$ cat config.mk
export PLATFORM = sky130hd
export DESIGN_NAME = decu_event_ctrl
export DESIGN_NICKNAME = d
export VERILOG_FILES = /design/src/rtl/decu_pkg.sv /design/src/rtl/decu_event_ctrl.sv
export VERILOG_INCLUDE_DIRS = /design/src /design/src/rtl
export SDC_FILE = /design/constraint.sdc
export NUM_CORES = 1
export LEC_CHECK = 0
export ABC_CLOCK_PERIOD_IN_PS = 2200
export BUFFER_PORTS_ARGS = -buffer_cell sky130_fd_sc_hd__buf_2
export CORE_MARGIN = 3
export CORE_UTILIZATION = 47
export CTS_CLUSTER_DIAMETER = 150
export DETAILED_ROUTE_END_ITERATION = 8
export PLACE_DENSITY = 0.82
export SETUP_SLACK_MARGIN = 0.4
export SLEW_MARGIN = 20
export SYNTH_ARGS = -nofsm -noshare
export SYNTH_HDL_FRONTEND = slang
export SYNTH_SLANG_ARGS = --single-unit
export TNS_END_PERCENT = 20
$ cat constraint.sdc
create_clock -name clk -period 2.2 [get_ports clk]
set_input_delay 0.11 -clock clk [delete_from_list [all_inputs] [get_ports clk]]
set_output_delay 0.11 -clock clk [all_outputs]
set_load 0.01 [all_outputs]
$ cat src/rtl/decu_defs.svh
`ifndef DECU_DEFS_SVH
`define DECU_DEFS_SVH

// Register byte offsets (APB word aligned)
`define DECU_OFS_STATE     12'h000
`define DECU_OFS_PIN       12'h008
`define DECU_OFS_GUARD     12'h00C
`define DECU_OFS_SWB       12'h010
`define DECU_OFS_TRIG0     12'h020
`define DECU_OFS_TRIG1     12'h024
`define DECU_OFS_IRQ       12'h0BC

// State register fields
`define DECU_ON_BIT        0
`define DECU_HALT_BIT      1
`define DECU_HMASK_BIT     2
`define DECU_SNOW_BIT      4
`define DECU_SPRI_BIT      6
`define DECU_ORG_LO        8
`define DECU_ORG_HI        12

// Specifier fields
`define DECU_ACT_HI        2
`define DECU_PCB_BIT       3
`define DECU_STALL_SIGNAL_NOW_BIT      5
`define DECU_SPEC_MASK     32'h0000002F
`define DECU_TRIG_MASK     32'h00000F2F
`define DECU_COMBO_LO      8

// Irq control fields
`define DECU_IRQ_WMASK     32'h00001CFF
`define DECU_PRIO_HI       7
`define DECU_TGT_LO        10
`define DECU_TGT_HI        11
`define DECU_EN_BIT        12
`define DECU_PEND_BIT      13
`define DECU_CLR_BIT       14
`define DECU_SET_BIT       15

// Event origin codes
`define DECU_ORG_PIN       5'h00
`define DECU_ORG_GUARD     5'h01
`define DECU_ORG_SW        5'h02
`define DECU_ORG_TRIG0     5'h10
`define DECU_ORG_TRIG1     5'h11

`define DECU_ZERO32        32'h00000000

`endif

$ cat src/rtl/decu_pkg.sv
package decu_pkg;
   typedef enum logic [2:0] {
      DECU_ACT_NONE = 3'b000,
      DECU_ACT_PIN  = 3'b001,
      DECU_ACT_HALT = 3'b010,
      DECU_ACT_TRAP = 3'b011,
      DECU_ACT_SWBK = 3'b100
   } decu_action_type;
endpackage

$ cat src/rtl/decu_event_ctrl.sv
// Behaviour
// - Bit 0 of status shows whether debug was enabled at reset.
// - Halt field bits 2:1; upper is write mask reading zero, lower is halt.
// - Reads give 00 running, 01 halted; writes without mask leave halt.
// - Write 10 clears halt; 11 sets it only when debug is enabled.
// - Bit 4 shows current suspend signal state.
// - Bit 6 shows previous suspend signal state, read only.
// - Bits 12:8 hold source of last halt or trap: 0 pin, 1 guard, 2 sw, 16+n trigger.
// - Action code: none, pulse break pin, halt, trap, software breakpoint.
// - Action codes 101 to 111 behave like none.
// - Bit 3 selects break before make when set, after when clear.
// - On an event with an action other than none the suspend output takes the specifier's bit 5.
// - Trigger bits 8 to 11 each enable one data/code pairing.
// - Reserved bits read as zero.
// - Bits 7:0 priority; zero never serviced, FF highest.
// - Bits 11:10 route request: 00 CPU, 01 coprocessor, 1x reserved.
// - Bit 12 enables the software breakpoint request.
// - Bit 13 reads 1 while a request is pending.
// - Writing bit 14 clears pending; not stored; no action with set.
// - Writing bit 15 sets pending; not stored; no action with clear.
// - Halt entry or trap updates origin and pulses break pin one cycle.
// - Events involving data triggers are always break after make.
// - Halt does not mask the request; irqRequest is still driven while halted.
//
// The APB slave port and the register addresses were decided locally.
`timescale 1ns/1ns
`default_nettype none
`include "decu_defs.svh"

module decu_event_ctrl
   import decu_pkg::*;
(
   // Clock and reset
   input  wire logic        clk,
   input  wire logic        resetn,
   // APB slave
   input  wire logic        psel,
   input  wire logic        penable,
   input  wire logic        pwrite,
   input  wire logic [11:0] paddr,
   input  wire logic [31:0] pwdata,
   output var  logic [31:0] prdata,
   output var  logic        pready,
   output var  logic        pslverr,
   // Debug strap and event sources
   input  wire logic        dbgEnableStrap,
   input  wire logic        breakInEvent,
   input  wire logic        guardAccessEvent,
   input  wire logic        swDebugEvent,
   input  wire logic [3:0]  trig0Combo,
   input  wire logic [3:0]  trig1Combo,
   // Outputs to core and pins
   output var  logic        breakOutPin,
   output var  logic        haltOut,
   output var  logic        suspendOut,
   output var  logic        breakBeforeMake,
   output var  logic        eventTaken,
   output var  logic [2:0]  eventActionOut,
   output var  logic        irqRequest,
   output var  logic [7:0]  irqPriorityOut,
   output var  logic        irqToCoproc
);

   ////////////////////////////////////////////////////////////////////
   logic        dbgOn_reg;
   logic        strapTaken_reg;
   logic        halt_reg;
   logic        suspPrior_reg;
   logic [4:0]  origin_reg;
   logic [31:0] spec_reg [0:4];
   logic [7:0]  irqPrio_reg;
   logic [1:0]  irqTarget_reg;
   logic        irqEnable_reg;
   logic        irqPend_reg;

   logic        wrEn;
   logic        rdEn;
   logic        hitState, hitPin, hitGuard, hitSw, hitT0, hitT1, hitIrq;
   logic [4:0]  fire;
   logic        anyFire;
   logic [2:0]  winIdx;
   logic [31:0] winSpec;
   logic [2:0]  winAct;
   logic [4:0]  winOrigin;
   logic        winIsTrig;
   logic [31:0] rdData_next;

   assign wrEn = psel && penable && pwrite;
   assign rdEn = psel && !penable && !pwrite;

   assign hitState = (paddr == `DECU_OFS_STATE);
   assign hitPin   = (paddr == `DECU_OFS_PIN);
   assign hitGuard = (paddr == `DECU_OFS_GUARD);
   assign hitSw    = (paddr == `DECU_OFS_SWB);
   assign hitT0    = (paddr == `DECU_OFS_TRIG0);
   assign hitT1    = (paddr == `DECU_OFS_TRIG1);
   assign hitIrq   = (paddr == `DECU_OFS_IRQ);

   ////////////////////////////////////////////////////////////////////
   // Event detection; triggers fire only through enabled pairings
   assign fire[0] = breakInEvent;
   assign fire[1] = guardAccessEvent;
   assign fire[2] = swDebugEvent && dbgOn_reg;
   assign fire[3] = |(trig0Combo & spec_reg[3][`DECU_COMBO_LO +: 4]);
   assign fire[4] = |(trig1Combo & spec_reg[4][`DECU_COMBO_LO +: 4]);
   assign anyFire = |fire;

   // Fixed priority: pin, guard, software, trigger 0, trigger 1
   always_comb begin
      winIdx    = 3'd0;
      winOrigin = `DECU_ORG_PIN;
      if (fire[0]) begin
         winIdx    = 3'd0;
         winOrigin = `DECU_ORG_PIN;
      end else if (fire[1]) begin
         winIdx    = 3'd1;
         winOrigin = `DECU_ORG_GUARD;
      end else if (fire[2]) begin
         winIdx    = 3'd2;
         winOrigin = `DECU_ORG_SW;
      end else if (fire[3]) begin
         winIdx    = 3'd3;
         winOrigin = `DECU_ORG_TRIG0;
      end else if (fire[4]) begin
         winIdx    = 3'd4;
         winOrigin = `DECU_ORG_TRIG1;
      end
   end

   assign winSpec   = spec_reg[winIdx];
   assign winIsTrig = (winIdx == 3'd3) || (winIdx == 3'd4);

   // Reserved action codes fold into none
   always_comb begin
      unique case (winSpec[`DECU_ACT_HI:0])
         DECU_ACT_PIN:  winAct = DECU_ACT_PIN;
         DECU_ACT_HALT: winAct = DECU_ACT_HALT;
         DECU_ACT_TRAP: winAct = DECU_ACT_TRAP;
         DECU_ACT_SWBK: winAct = DECU_ACT_SWBK;
         default:       winAct = DECU_ACT_NONE;
      endcase
   end

   ////////////////////////////////////////////////////////////////////
   // Strap caught at first clock after reset release
   always_ff @(posedge clk or negedge resetn) begin
      if (!resetn) begin
         dbgOn_reg      <= 1'b0;
         strapTaken_reg <= 1'b0;
      end else if (!strapTaken_reg) begin
         dbgOn_reg      <= dbgEnableStrap;
         strapTaken_reg <= 1'b1;
      end
   end

   // Halt bit: hardware entry wins over software clear
   always_ff @(posedge clk or negedge resetn) begin
      if (!resetn) begin
         halt_reg <= 1'b0;
      end else if (anyFire && winAct == DECU_ACT_HALT) begin
         halt_reg <= 1'b1;
      end else if (wrEn && hitState && pwdata[`DECU_HMASK_BIT]) begin
         if (!pwdata[`DECU_HALT_BIT]) begin
            halt_reg <= 1'b0;
         end else if (dbgOn_reg) begin
            halt_reg <= 1'b1;
         end
      end
   end

   // Suspend: event drives it, software may also write it
   always_ff @(posedge clk or negedge resetn) begin
      if (!resetn) begin
         suspendOut    <= 1'b0;
         suspPrior_reg <= 1'b0;
      end else if (anyFire && winAct != DECU_ACT_NONE) begin
         suspendOut    <= winSpec[`DECU_STALL_SIGNAL_NOW_BIT];
         suspPrior_reg <= suspendOut;
      end else if (wrEn && hitState) begin
         suspendOut    <= pwdata[`DECU_SNOW_BIT];
         suspPrior_reg <= suspendOut;
      end
   end

   // Origin recorded only for halt and trap entries
   always_ff @(posedge clk or negedge resetn) begin
      if (!resetn) begin
         origin_reg  <= 5'h00;
         breakOutPin <= 1'b0;
      end else begin
         breakOutPin <= anyFire && (winAct == DECU_ACT_PIN || winAct == DECU_ACT_HALT
                        || winAct == DECU_ACT_TRAP);
         if (anyFire && (winAct == DECU_ACT_HALT || winAct == DECU_ACT_TRAP)) begin
            origin_reg <= winOrigin;
         end
      end
   end

   // Event report to the core
   always_ff @(posedge clk or negedge resetn) begin
      if (!resetn) begin
         eventTaken      <= 1'b0;
         eventActionOut  <= DECU_ACT_NONE;
         breakBeforeMake <= 1'b0;
      end else begin
         eventTaken      <= anyFire && winAct != DECU_ACT_NONE;
         eventActionOut  <= anyFire ? winAct : DECU_ACT_NONE;
         // Data-involving combos cannot stop before commit
         breakBeforeMake <= anyFire && winSpec[`DECU_PCB_BIT] && !winIsTrig;
      end
   end

   ////////////////////////////////////////////////////////////////////
   // Specifier registers, one loop over all five
   genvar gi;
   generate
      for (gi = 0; gi < 5; gi++) begin : gSpec
         always_ff @(posedge clk or negedge resetn) begin
            if (!resetn) begin
               spec_reg[gi] <= `DECU_ZERO32;
            end else if (wrEn && ((gi == 0 && hitPin) || (gi == 1 && hitGuard)
                         || (gi == 2 && hitSw) || (gi == 3 && hitT0)
                         || (gi == 4 && hitT1))) begin
               spec_reg[gi] <= pwdata & ((gi >= 3) ? `DECU_TRIG_MASK
                                                  : `DECU_SPEC_MASK);
            end
         end
      end
   endgenerate

   ////////////////////////////////////////////////////////////////////
   // Software breakpoint request control
   always_ff @(posedge clk or negedge resetn) begin
      if (!resetn) begin
         irqPrio_reg   <= 8'h00;
         irqTarget_reg <= 2'b00;
         irqEnable_reg <= 1'b0;
      end else if (wrEn && hitIrq) begin
         irqPrio_reg   <= pwdata[`DECU_PRIO_HI:0];
         irqTarget_reg <= pwdata[`DECU_TGT_HI:`DECU_TGT_LO];
         irqEnable_reg <= pwdata[`DECU_EN_BIT];
      end
   end

   // Hardware set beats software clear
   always_ff @(posedge clk or negedge resetn) begin
      if (!resetn) begin
         irqPend_reg <= 1'b0;
      end else if (anyFire && winAct == DECU_ACT_SWBK) begin
         irqPend_reg <= 1'b1;
      end else if (wrEn && hitIrq
                   && (pwdata[`DECU_SET_BIT] != pwdata[`DECU_CLR_BIT])) begin
         irqPend_reg <= pwdata[`DECU_SET_BIT];
      end
   end

   // Priority zero never serviced; reserved target goes nowhere
   always_ff @(posedge clk or negedge resetn) begin
      if (!resetn) begin
         irqRequest     <= 1'b0;
         irqPriorityOut <= 8'h00;
         irqToCoproc    <= 1'b0;
      end else begin
         irqRequest     <= irqPend_reg && irqEnable_reg && (irqPrio_reg != 8'h00)
                           && !irqTarget_reg[1];
         irqPriorityOut <= irqPrio_reg;
         irqToCoproc    <= irqTarget_reg[0];
      end
   end

   always_ff @(posedge clk or negedge resetn) begin
      if (!resetn) begin
         haltOut <= 1'b0;
      end else begin
         haltOut <= halt_reg;
      end
   end

   ////////////////////////////////////////////////////////////////////
   // APB read path; mask and strobe bits always read zero
   always_comb begin
      rdData_next = `DECU_ZERO32;
      if (hitState) begin
         rdData_next[`DECU_ON_BIT]               = dbgOn_reg;
         rdData_next[`DECU_HALT_BIT]             = halt_reg;
         rdData_next[`DECU_SNOW_BIT]             = suspendOut;
         rdData_next[`DECU_SPRI_BIT]             = suspPrior_reg;
         rdData_next[`DECU_ORG_HI:`DECU_ORG_LO]  = origin_reg;
      end else if (hitPin) begin
         rdData_next = spec_reg[0];
      end else if (hitGuard) begin
         rdData_next = spec_reg[1];
      end else if (hitSw) begin
         rdData_next = spec_reg[2];
      end else if (hitT0) begin
         rdData_next = spec_reg[3];
      end else if (hitT1) begin
         rdData_next = spec_reg[4];
      end else if (hitIrq) begin
         rdData_next[`DECU_PRIO_HI:0]            = irqPrio_reg;
         rdData_next[`DECU_TGT_HI:`DECU_TGT_LO]  = irqTarget_reg;
         rdData_next[`DECU_EN_BIT]               = irqEnable_reg;
         rdData_next[`DECU_PEND_BIT] = irqPend_reg;
      end
   end

   // No wait state: data captured in setup, ready in first access cycle
   always_ff @(posedge clk or negedge resetn) begin
      if (!resetn) begin
         prdata  <= `DECU_ZERO32;
         pready  <= 1'b0;
         pslverr <= 1'b0;
      end else begin
         pready  <= psel && !penable;
         pslverr <= psel && !penable && !(hitState || hitPin || hitGuard || hitSw
                    || hitT0 || hitT1 || hitIrq);
         if (rdEn) begin
            prdata <= rdData_next;
         end
      end
   end

   ////////////////////////////////////////////////////////////////////
   halt_write_clear_a: assert property (@(posedge clk) disable iff (!resetn)
      (wrEn && hitState && pwdata[2:1] == 2'b10 && !(anyFire && winAct == DECU_ACT_HALT))
      |=> !halt_reg)
      else $error("halt not cleared by 10 write");
   halt_needs_on_a: assert property (@(posedge clk) disable iff (!resetn)
      $rose(halt_reg) |-> $past(dbgOn_reg) || $past(anyFire))
      else $error("halt set without debug enabled");
   break_pulse_one_a: assert property (@(posedge clk) disable iff (!resetn)
      (anyFire && winAct == DECU_ACT_HALT) |=> breakOutPin)
      else $error("break pin not pulsed on halt entry");
   reserved_action_a: assert property (@(posedge clk) disable iff (!resetn)
      (anyFire && winSpec[2:0] > 3'b100) |=> !eventTaken && !breakOutPin)
      else $error("reserved action acted");
   stall_signal_now_follows_a: assert property (@(posedge clk) disable iff (!resetn)
      (anyFire && winAct != DECU_ACT_NONE) |=> suspendOut == $past(winSpec[5]))
      else $error("suspend not taken from specifier");
   trig_after_make_a: assert property (@(posedge clk) disable iff (!resetn)
      (anyFire && winIsTrig) |=> !breakBeforeMake)
      else $error("trigger event broke before make");
   both_strobes_a: assert property (@(posedge clk) disable iff (!resetn)
      (wrEn && hitIrq && pwdata[15] && pwdata[14] && !anyFire) |=> $stable(irqPend_reg))
      else $error("pending changed with both strobes");
   origin_record_a: assert property (@(posedge clk) disable iff (!resetn)
      (anyFire && winAct == DECU_ACT_TRAP) |=> origin_reg == $past(winOrigin))
      else $error("origin not recorded on trap");
   swbk_pend_a: assert property (@(posedge clk) disable iff (!resetn)
      (anyFire && winAct == DECU_ACT_SWBK) |=> irqPend_reg ##1 (irqRequest
      || !irqEnable_reg || irqPrio_reg == 8'h00 || irqTarget_reg[1]))
      else $error("software breakpoint request missing");
   prio_zero_a: assert property (@(posedge clk) disable iff (!resetn)
      irqRequest |-> $past(irqPrio_reg) != 8'h00)
      else $error("request with priority zero");

   // Software side of the halt, request and suspend controls; pin action report
   halt_off_keep_a: assert property (@(posedge clk) disable iff (!resetn)
      (wrEn && hitState && pwdata[`DECU_HMASK_BIT] && pwdata[`DECU_HALT_BIT] && !dbgOn_reg
       && !(anyFire && winAct == DECU_ACT_HALT)) |=> $stable(halt_reg))
      else $error("halt set with debug disabled");
   clear_strobe_a: assert property (@(posedge clk) disable iff (!resetn)
      (wrEn && hitIrq && pwdata[`DECU_CLR_BIT] && !pwdata[`DECU_SET_BIT]
       && !(anyFire && winAct == DECU_ACT_SWBK)) |=> !irqPend_reg)
      else $error("pending not cleared by strobe");
   irq_needs_en_a: assert property (@(posedge clk) disable iff (!resetn)
      irqRequest |-> $past(irqEnable_reg) && !$past(irqTarget_reg[1]))
      else $error("request while disabled or reserved target");
   pin_action_a: assert property (@(posedge clk) disable iff (!resetn)
      (anyFire && winAct == DECU_ACT_PIN) |=> breakOutPin && eventActionOut == DECU_ACT_PIN)
      else $error("pin action not reported");
   stall_signal_now_prior_a: assert property (@(posedge clk) disable iff (!resetn)
      (wrEn && hitState) |=> suspPrior_reg == $past(suspendOut))
      else $error("previous suspend not kept");

   halt_cover_c: cover property (@(posedge clk) disable iff (!resetn) $rose(halt_reg));
   trap_cover_c: cover property (@(posedge clk) disable iff (!resetn)
      anyFire && winAct == DECU_ACT_TRAP);
   irq_cover_c:  cover property (@(posedge clk) disable iff (!resetn) $rose(irqRequest));
   multi_cover_c: cover property (@(posedge clk) disable iff (!resetn) fire[0] && fire[3]);
   swbk_cover_c: cover property (@(posedge clk) disable iff (!resetn)
      anyFire && winAct == DECU_ACT_SWBK);

endmodule
`default_nettype wire

# Word level (Yosys, flattened, before mapping)
# Index checks and enable logic that the tools add are counted.
# W data, S select, Z words.
[totals]
inputBits = 61
elab_cells = 140
output_inout_bits = 52
regBits = 106
[classes]
mux = 42
order_cmp = 1
eq_ne = 18
bitwise = 3
n_reduce_logical = 50
[ops]
columns = ["cell", "n"]
rows = [
  ["$bmux W32 S3", 1],
  ["$mux W14", 4],
  ["$mux W5", 6],
  ["$logic_and A1 B1 Y1", 25],
  ["$eq A12 B4 Y1 const B", 2],
  ["$eq A12 B6 Y1 const B", 2],
  ["$mux W19", 1],
  ["$mux W3", 6],
  ["$mux W8", 2],
  ["$eq A3 B2 Y1 const B", 5],
  ["$mux W1", 14],
  ["$eq A12 B5 Y1 const B", 1],
  ["$eq A12 B8 Y1 const B", 1],
  ["$logic_not A12 Y1", 1],
  ["$mux W6", 2],
  ["$pmux W3 S4", 1],
  ["$reduce_or A11 Y1", 1],
  ["$logic_or A1 B1 Y1", 10],
  ["$eq A3 B3 Y1 const B", 3],
  ["$and A4 B4 Y4", 2],
  ["$mux W4", 2],
  ["$reduce_bool A8 Y1", 1],
  ["$reduce_or A4 Y1", 2],
  ["$eq A3 B1 Y1 const B", 2],
  ["9 further kinds", 17],
]

# Longest topological paths before layout
# Gate-level depths: netlist of the first run.
[logic_depth]
depth_word = 17
depth_mapped = 9
ltp_nobuf = 7

# Worst setup path after synthesis of the first run
# OpenSTA, ideal clock, no wires.
[synth_timing]
path_kind = "flip-flop to flip-flop"
from = "register spec_reg[9] in the netlist's numbering"
to = "register suspendOut"
setup_time_ns = 0.125
slack_ns = 0.007
period_less_slack_ns = 2.193
t_arrival_ns = 2.067
stages_incl_launch_ff = 9
cell_sequence = "dfrtp_1 -> a22oi_1 -> a211oi_2 -> and2_1 -> buf_6 -> o31a_1 -> and4b_4 -> or2_4 -> mux2_4"
[synth_via]
elab_chain_len = 16
word_cells_on_any_way = 21
cone_classes = "eq/ne (4); mux (10); bitwise (2); reduce/logical (5)"
[synth_rtl]
columns = ["element", "line", "rtl"]
rows = [
  ["start: declaration", "decu_event_ctrl.sv:70", "logic [31:0] spec_reg [0:4];"],
  ["start signal: indexed assignment", "decu_event_ctrl.sv:220", "spec_reg[gi] <= `DECU_ZERO32;"],
  ["start signal: indexed assignment", "decu_event_ctrl.sv:224", "spec_reg[gi] <= pwdata & ((gi >= 3) ? `DECU_TRIG_MASK"],
  ["$and A4 B4 Y4 (*)", "decu_event_ctrl.sv:105", "assign fire[4] = |(trig1Combo & spec_reg[4][`DECU_COMBO_LO +: 4]);"],
  ["$reduce_or A4 Y1", "decu_event_ctrl.sv:105", ""],
  ["$mux W3", "decu_event_ctrl.sv:124", "end else if (fire[4]) begin"],
  ["$mux W3", "decu_event_ctrl.sv:121", "end else if (fire[3]) begin"],
  ["$mux W3", "decu_event_ctrl.sv:118", "end else if (fire[2]) begin"],
  ["$mux W3", "decu_event_ctrl.sv:115", "end else if (fire[1]) begin"],
  ["$mux W3", "decu_event_ctrl.sv:112", "if (fire[0]) begin"],
  ["$not A3 Y4 (not written as such)", "decu_event_ctrl.sv:130", "assign winSpec = spec_reg[winIdx];"],
  ["$bmux W32 S3", "decu_event_ctrl.sv:130", ""],
  ["$mux W6 (not written as such) (2 in a row)", "decu_event_ctrl.sv:130", ""],
  ["$eq A3 B3 Y1, or another cell as far along", "decu_event_ctrl.sv:135", "unique case (winSpec[`DECU_ACT_HI:0])"],
  ["$pmux W3 S4", "decu_event_ctrl.sv:135", ""],
  ["$reduce_bool A3 Y1", "decu_event_ctrl.sv:176", "end else if (anyFire && winAct != DECU_ACT_NONE) begin"],
  ["$logic_and A1 B1 Y1", "decu_event_ctrl.sv:176", ""],
  ["$mux W1 / $reduce_bool A2 Y1 (equally long branches)", "-", ""],
  ["end signal: assignment", "decu_event_ctrl.sv:177", "suspendOut <= winSpec[`DECU_STALL_SIGNAL_NOW_BIT];"],
  ["end signal: assignment", "decu_event_ctrl.sv:180", "suspendOut <= pwdata[`DECU_SNOW_BIT];"],
  ["end: declaration", "decu_event_ctrl.sv:55", "output var logic suspendOut,"],
]
# Every way passes the cells marked *; elsewhere a longest branch is shown, timed or not. The select of a mux whose other input is x is not followed.
# A chain may end at the register's enable or synchronous reset.

# Worst setup path after layout of the first run
[layout_timing]
from = "register spec_reg[41] in the netlist's numbering"
to = "register suspendOut"
[layout_via]
elab_chain_len = 15
word_cells_on_any_way = 20
cone_classes = "eq/ne (4); mux (9); bitwise (2); reduce/logical (5)"
[layout_rtl]
columns = ["element", "line", "rtl"]
rows = [
  ["$and A4 B4 Y4 (*)", "decu_event_ctrl.sv:104", "assign fire[3] = |(trig0Combo & spec_reg[3][`DECU_COMBO_LO +: 4]);"],
  ["$reduce_or A4 Y1", "decu_event_ctrl.sv:104", ""],
  ["$mux W3", "decu_event_ctrl.sv:121", ""],
  ["$mux W3", "decu_event_ctrl.sv:118", ""],
  ["$mux W3", "decu_event_ctrl.sv:115", ""],
  ["$mux W3", "decu_event_ctrl.sv:112", ""],
  ["$not A3 Y4 (not written as such)", "decu_event_ctrl.sv:130", ""],
  ["$bmux W32 S3", "decu_event_ctrl.sv:130", ""],
  ["$mux W6 (not written as such) (2 in a row)", "decu_event_ctrl.sv:130", ""],
  ["$eq A3 B3 Y1, or another cell as far along", "decu_event_ctrl.sv:135", ""],
  ["$pmux W3 S4", "decu_event_ctrl.sv:135", ""],
  ["$reduce_bool A3 Y1", "decu_event_ctrl.sv:176", ""],
  ["$logic_and A1 B1 Y1", "decu_event_ctrl.sv:176", ""],
  ["$mux W1 / $reduce_bool A2 Y1 (equally long branches)", "-", ""],
]
# Marks and branches as above.

==> key figures, run 1 <==
Status
  • Outcome: finished with violations
  • Failing checks: setup timing

Global route
  • Initial antenna violation count: 0
  • Pin count of the biggest net entering global routing: 37
  • Vias in the first global route: around 3300
  • Total global routing overflow: 0
  • GRT Total Usage: ~22%
  • First-pass GRT wire length: 17.0 mm

Setup path
  • FF-to-FF path depth: 7
  • R2r endpoint: suspendOut$_DFFE_PN0P_
  • R2R Setup Slk: -30 ps
  • CP Data Arrival Time: around 2500 ps
  • Startpoint class of the critical path: flip-flop
  • Worst setup path category: reg2reg
  • Worst path required time: 2470 ps
  • Crit Reg-Reg Startpoint: spec_reg[41]$_DFFE_PN0P_
  • Crit. End Element: flip-flop
  • Crit path max fanout: 5

Layout
  • Layout cells sized above 1: 42.0%
  • Filler cells: 681
  • Finished Layout Cells: between 500 and 600
  • Area grow syn2layout: 26.3%
  • Max reg flops: 33
  • Final core utilization: between 60% and 70%
  • Final #Nets: around 540
  • Finished Cell Area: between 0.005 and 0.006 sq mm
  • ANT cells: 0

Hold path
  • Worst Hold End: irqTarget_reg[1]$_DFFE_PN0P_
  • Hold depth: 2
  • Tightest Hold Check Type: in2reg
  • Hold path startpoint: pwdata[11]

Yosys
  • Asr flop ratio synth: 100%
  • Register area share after synthesis: a little over half
  • Post-synth EDFFs: 0
  • Average cell area after synthesis: roughly 11 sq um
  • Main flop type after synthesis: dfrtp_1
  • Synth area leader: dfrtp_1
  • Synth Cell Area: 0.00409 sq mm
  • Yosys top cell area share: about 53%
  • Yosys reg bits: 86
  • Library cells used by synthesis: 48
  • Synth Instances: about 360
  • Ys Warns: 0
  • Top cells by area, synth: dfrtp_1 53%, mux2_2 13%, buf_4 3.5%

Timing
  • Max Fclk: about 450 MHz
  • Fin. max-slew vios: 0
  • Least-Margin Pin Slew: approximately 840 ps
  • Final Critical Period: between 2000 and 2500 ps
  • Worst hold margin: 28.0 ps
  • Hold Fails Final Rpt: 0
  • Worst Slack Setup Final: -28.2 ps
  • Final setup viols: 1
  • Tcrit/Tclk final: 101%
  • RSZ-0062 raised after global routing: true
  • Slew HR: 44.2%
  • Worst Skew: ~9.7 ps

Routing
  • Via count: between 3000 and 4000
  • Remaining DRCs: 0
  • DRT iter0 DRCs: 159
  • Post-DRT Antenna Nets: 0
  • Vias/cell: between 5 and 6
  • Final WL: ~11 mm
  • Drt wl/cell: around 18 um
  • DR pass1 iterations: 5

Die
  • Die Ht: approximately 99 um
  • Placeable Area: 0.00834 sq mm
  • IO Count: ~110
  • Die area: roughly 0.01 sq mm
  • DIE WIDTH: ~99 um
  • Starting density of the core: about half
  • Site Rows: 33

Place
  • GPL Wtd Cong: between 0.8 and 0.9
  • Dpl cells: between 500 and 600
  • Port buffer count: between 70 and 80
  • Dpl hpwl: slightly below 8 mm
  • Dpl cell area: 0.00478 sq mm

Power
  • Leakage: 2.55 nW
  • Power Dens Cells: around 590 mW/mm^2
  • Worst vdd ir: ~340 uV
  • Total power: 3.03 mW

Clock network
  • Clock sinks: 86
  • Maximum clock insertion buffer count: 2
  • Worst-Skew Late Latency: 370 ps
  • Number of H-tree levels: 3
  • TritonCTS clock tree: built
  • Clock-pin slew on the worst setup and hold paths: approximately 100 ps
  • TritonCTS buffer count: 9
  • CTS root buf: clkbuf_8

Flow run
  • Maxcap violations: 0
==> cells by family after synthesis <==
family / count (synthesis) / synth area share [%]
and+or+nand+nor: 100 / 13.0
DFF: 86 / 52.7
AOI/OAI and AO/OA: 75 / 12.1
muxes: 61 / 16.5
buffers and inverters: 38 / 5.57
other: 2 / 0.184
==> cells in the final DEF, fill, tap and decap left out, types with 2 or more instances in the layout <==
cell type,count
inv_8,2
and2_1,2
o21ai_0,20
clkinv_4,2
inv_6,2
mux2_4,5
inv_1,4
nor3_1,9
mux2i_1,12
o31a_1,2
clkbuf_8,9
dfrtp_1,86
a22oi_1,6
a211oi_1,2
nor2b_1,4
o21ai_2,2
and3_1,3
buf_4,37
o2111ai_1,2
a21oi_1,18
nand3_1,6
dlygate4sd3_1,10
a22oi_2,3
conb_1,19
o31ai_1,5
nor2_1,15
nand2b_1,6
a22o_1,2
nor4_1,4
nand3b_1,3
mux2_2,44
buf_2,76
nand2_1,34
==> worst max-delay path, cell delays in order, from the launching register on <==
cell and delay [ps]:
dfrtp_1 400, a22o_1 260, a211oi_4 340, and2_4 240, o31a_1 200, and4b_4 260
or2_4 130, mux2_4 290
==> timing repair <==
item | 4_1_cts | 5_1_grt
pin swaps | 7 | 5
hold endpoints to repair | 45 | 0
setup endpoints to repair | 11 | 13
hold buffers | 10 | 0
setup buffers | 1 | 2
resized for setup | 7 | 8
==> where the power goes <==
group	internal, mW	total [mW]	switching [mW]
Sequential	1.61	1.63	0.0213
Clock	0.438	1.08	0.645
Combinational	0.136	0.321	0.184
==> final cells by class <==
class	count	area (sq um)	area share, %
timing repair buffer	125	790	15.3
multi-input combinational	255	1890	36.5
clock buffer	9	124	2.40
clock inverter	7	65.1	1.26
inverter	4	15.0	0.291
sequential	86	2150	41.7
tap	105	131	2.54
==> through the flow <==
step / setup TNS [ps] / setup WS [ps]
after floorplan: 0 / 51.7
after global placement: -16.4 / -16.4
after detailed placement: -165 / -88.3
after CTS: -65.8 / -65.8
after global routing: -155 / -92.2
final: -28.2 / -28.2
==> worst max-delay path by stage <==
stage                                   from                         to  slack, ps  cells past startpoint
CTS                 spec_reg[42]$_DFFE_PN0P_     suspendOut$_DFFE_PN0P_        -70                      7
floorplan           spec_reg[40]$_DFFE_PN0P_     suspendOut$_DFFE_PN0P_         50                      8
global placement    spec_reg[40]$_DFFE_PN0P_     suspendOut$_DFFE_PN0P_        -20                      8
global route        spec_reg[41]$_DFFE_PN0P_     suspendOut$_DFFE_PN0P_        -90                      7
finish              spec_reg[41]$_DFFE_PN0P_     suspendOut$_DFFE_PN0P_        -30                      7
detailed placement  spec_reg[40]$_DFFE_PN0P_  suspPrior_reg$_DFFE_PN0P_        -90                      9
==> metal layers <==
| layer | global-route usage, % | wire (um) | vias up | part of all wire (%) |
|---|---|---|---|---|
| li1 | - | - | 1508 | - |
| met1 | 29.8 | 4570 | 1591 | 43 |
| met2 | 36.6 | 5240 | 137 | 49 |
| met3 | 4.07 | 686 | 22 | 6.4 |
| met4 | 8.30 | 224 | 0 | 2.1 |
| met5 | 0 | 0 | - | 0 |
==> Yosys cell counts, drive strengths merged, types with 3 or more instances <==
library cell  instances
nor2b                 4
nand3                 8
inv                   4
a22o                  3
o31ai                 6
a21oi                18
nand3b                3
and2                  3
clkbuf                9
buf                  25
nor4                  6
a211oi                4
a22oi                 9
o21ai                22
nand2b                6
mux2                 49
dfrtp                86
nor2                 16
mux2i                12
nand2                34
and3                  3
nor3                 11
Power figures use the tool's default switching activity.
==> run 2, diff against run 1 <==
ABC_AREA = 1   (was not set)
==> key figures, run 2 <==
Yosys
  • Ys Warns: 0 (unchanged)
  • Yosys top cell area share: 51.7% (-1.0 points)
  • Post-synth EDFFs: 0 (unchanged)
  • Asr flop ratio synth: 100% (unchanged)
  • Post-synth top cells: 130 x nand2_1, 86 x dfrtp_1, 58 x o21ai_0
  • Top cells by area, synth: dfrtp_1 52%, nand2_1 12%, o21ai_0 7.0%
  • Main flop type after synthesis: dfrtp_1
  • Synth Cell Area: 0.00417 sq mm (+1.9%)
  • Most frequent cell after synthesis: nand2_1
  • Register area share after synthesis: 51.7% (-1.0 points)
  • Synth area leader: dfrtp_1
  • Library cells used by synthesis: 33 (-31%)
  • Synth Instances: 489 (+35%)
  • Average cell area after synthesis: 8.52 sq um (-25%)
  • Yosys reg bits: 86 (unchanged)

Global route
  • Pin count of the biggest net entering global routing: 47 (+27%)
  • Total global routing overflow: 0 (unchanged)
  • GRT Total Usage: 23.4% (+1.1 points)
  • Vias in the first global route: 3721 (+13%)
  • First-pass GRT wire length: 18.1 mm (+6.6%)
  • Initial antenna violation count: 0 (unchanged)

Clock network
  • Worst-Skew Late Latency: 370 ps (about the same)
  • TritonCTS clock tree: built
  • Maximum clock insertion buffer count: 2 (unchanged)
  • Clock sinks: 86 (unchanged)
  • CTS root buf: clkbuf_8
  • Clock-pin slew on the worst setup and hold paths: 90 ps (about the same)
  • Number of H-tree levels: 3 (unchanged)
  • TritonCTS buffer count: 9 (unchanged)

Hold path
  • Hold depth: 3 (+1)
  • Worst Hold End: dbgOn_reg$_DFFE_PN0N_
  • Tightest Hold Check Type: in2reg
  • Hold path startpoint: dbgEnableStrap

Setup path
  • CP Data Arrival Time: 2200 ps (-290 ps)
  • Worst setup path category: reg2reg
  • Crit. End Element: flip-flop
  • Worst path required time: 2500 ps (+30 ps)
  • Startpoint class of the critical path: flip-flop
  • Crit path max fanout: 6 (+1)
  • FF-to-FF path depth: 12 (+5)
  • R2r endpoint: origin_reg[1]$_DFFE_PN0P_
  • R2R Setup Slk: 300 ps (+330 ps)
  • Crit Reg-Reg Startpoint: spec_reg[42]$_DFFE_PN0P_

Die
  • Die area: 0.0100 sq mm (+1.8%)
  • IO Count: 113 (unchanged)
  • DIE WIDTH: 100 um (+0.90%)
  • Placeable Area: 0.00842 sq mm (+0.99%)
  • Die Ht: 100 um (+0.90%)
  • Site Rows: 33 (unchanged)
  • Starting density of the core: 49.5% (+0.46 points)

Timing
  • Max Fclk: 527 MHz (+17%)
  • Worst Skew: 8.66 ps (-1.03 ps)
  • Hold Fails Final Rpt: 0 (unchanged)
  • Slew HR: 60.8% (+17 points)
  • Final setup viols: 0 (-1)
  • Tcrit/Tclk final: 86.2% (-15 points)
  • Final Critical Period: 1900 ps (-332 ps)
  • Least-Margin Pin Slew: 586 ps (-251 ps)
  • RSZ-0062 raised after global routing: true
  • Fin. max-slew vios: 0 (unchanged)
  • Worst hold margin: 4.60 ps (-23.4 ps)
  • Setup TNS: 0 ps (+28.2 ps)

Power
  • Leakage: 2.63 nW (+2.9%)
  • Worst vdd ir: 257 uV (-24%)
  • Total power: 3.03 mW (about the same)
  • Power Dens Cells: 594 mW/mm^2 (+1.0%)

Routing
  • Final WL: 11.4 mm (+6.7%)
  • Remaining DRCs: 0 (unchanged)
  • Post-DRT Antenna Nets: 0 (unchanged)
  • DR pass1 iterations: 5 (unchanged)
  • DRT iter0 DRCs: 306 (+92%)
  • Via count: 3841 (+18%)
  • Drt wl/cell: 16.2 um (-11%)
  • Vias/cell: 5.43 (-1.4%)

Place
  • Dpl hpwl: 8.40 mm (+6.4%)
  • Port buffer count: 77 (unchanged)
  • Dpl cells: 671 (+19%)
  • GPL Wtd Cong: 0.945 (+7.4%)

Layout
  • Filler cells: 721 (+5.9%)
  • Max reg flops: 33 (unchanged)
  • Layout cells sized above 1: 28.2% (-14 points)
  • Final #Nets: 658 (+21%)
  • Area grow syn2layout: 22.7%
  • Finished Layout Cells: 707 (+20%)
  • Most frequent cells in the layout: 124 x nand2_1, 86 x dfrtp_1, 76 x buf_2
  • Multi-input gate area: 0.00184 sq mm (-2.4%)
  • Most common cell after layout, fill and taps aside: nand2_1
  • Reg area: 0.00215 sq mm (unchanged)
  • ANT cells: 0 (unchanged)

Flow run
  • Maxcap violations: 0 (unchanged)

Status
  • Outcome: finished, final reports clean
## run 2: cell count changes after synthesis, sizes merged, moves of 12 or more
| cell | change |
|---|---|
| inv | +45 |
| nor2 | +14 |
| nand2 | +110 |
| nand3 | +33 |
| o21ai | +43 |
| mux2i | -12 |
| mux2 | -45 |
## run 2: stage by stage
| stage | area [sq um] | utilization [%] | setup WS [ps] |
|---|---|---|---|
| after floorplan | 4230 | - | 555 |
| after global placement | 4650 | 55.2 | 340 |
| after detailed placement | 4650 | 55.2 | 275 |
| after CTS | 5030 | 59.7 | 327 |
| after global routing | 5110 | 60.7 | 136 |
| final | 5110 | 60.7 | 303 |
## run 2: logic make-up (layout without fill, tap and decap cells)
| kind of cell | after synthesis | in the layout | share of synthesized area (%) |
|---|---|---|---|
| simple gates | 233 | 234 | 26.6 |
| compound gates | 92 | 92 | 12.2 |
| flops | 86 | 86 | 51.7 |
| buf+inv | 72 | 167 | 8.20 |
| mux | 4 | 4 | 1.08 |
| other cells | 2 | 19 | 0.180 |
## run 2: how the worst max path moves through the flow
stage	from	end	slack [ps]
floorplan	spec_reg[40]$_DFFE_PN0P_	suspendOut$_DFFE_PN0P_	560
global placement	dbgOn_reg$_DFFE_PN0N_	suspendOut$_DFFE_PN0P_	340
detailed placement	spec_reg[42]$_DFFE_PN0P_	suspendOut$_DFFE_PN0P_	270
CTS	spec_reg[42]$_DFFE_PN0P_	suspendOut$_DFFE_PN0P_	330
global route	spec_reg[41]$_DFFE_PN0P_	suspendOut$_DFFE_PN0P_	140
finish	spec_reg[42]$_DFFE_PN0P_	origin_reg[1]$_DFFE_PN0P_	300
## run 2: timing repair
item / CTS / global route
resized for setup: 8 / 17
hold buffers: 8 / 0
hold endpoints to repair: 46 / 0
gates cloned: 1 / 0
setup endpoints to repair: 6 / 12
pin swaps: 12 / 14
setup buffers: 10 / 1
## run 2: cell type report
| cell class | count | share of cell area, % |
|---|---|---|
| clock buffers | 9 | 2.42 |
| inverters | 49 | 3.60 |
| clock inverters | 7 | 1.22 |
| well taps | 105 | 2.57 |
| flip-flops and latches | 86 | 42.1 |
| repair buffers | 102 | 12.0 |
| multi-input cells | 349 | 36.0 |
## run 2: worst max-delay path, stage by stage (launching register included)
cell,delay [ps]
dfrtp_1,420
nand2_2,90
nand4_2,150
nor2_4,170
nor2_4,70
inv_2,130
nand3_2,110
nand3_4,100
nand2_2,110
nor3_4,220
buf_6,150
nand2_1,50
o21ai_1,70
## run 2: where the power goes
part | internal, mW | switching [mW] | leakage (nW)
combinational | 0.119 | 0.200 | 1.37
clock | 0.436 | 0.629 | 0.0931
sequential | 1.62 | 0.0286 | 1.16
total | 2.18 | 0.857 | 2.63
## run 2: metal layers
layer / vias up / wire length (um) / GRT usage (%)
li1: 1802 / - / -
met2: 207 / 5590 / 38.9
met1: 1806 / 4640 / 30.6
met3: 26 / 930 / 4.31
met5: - / 0 / 0
met4: 0 / 272 / 8.81
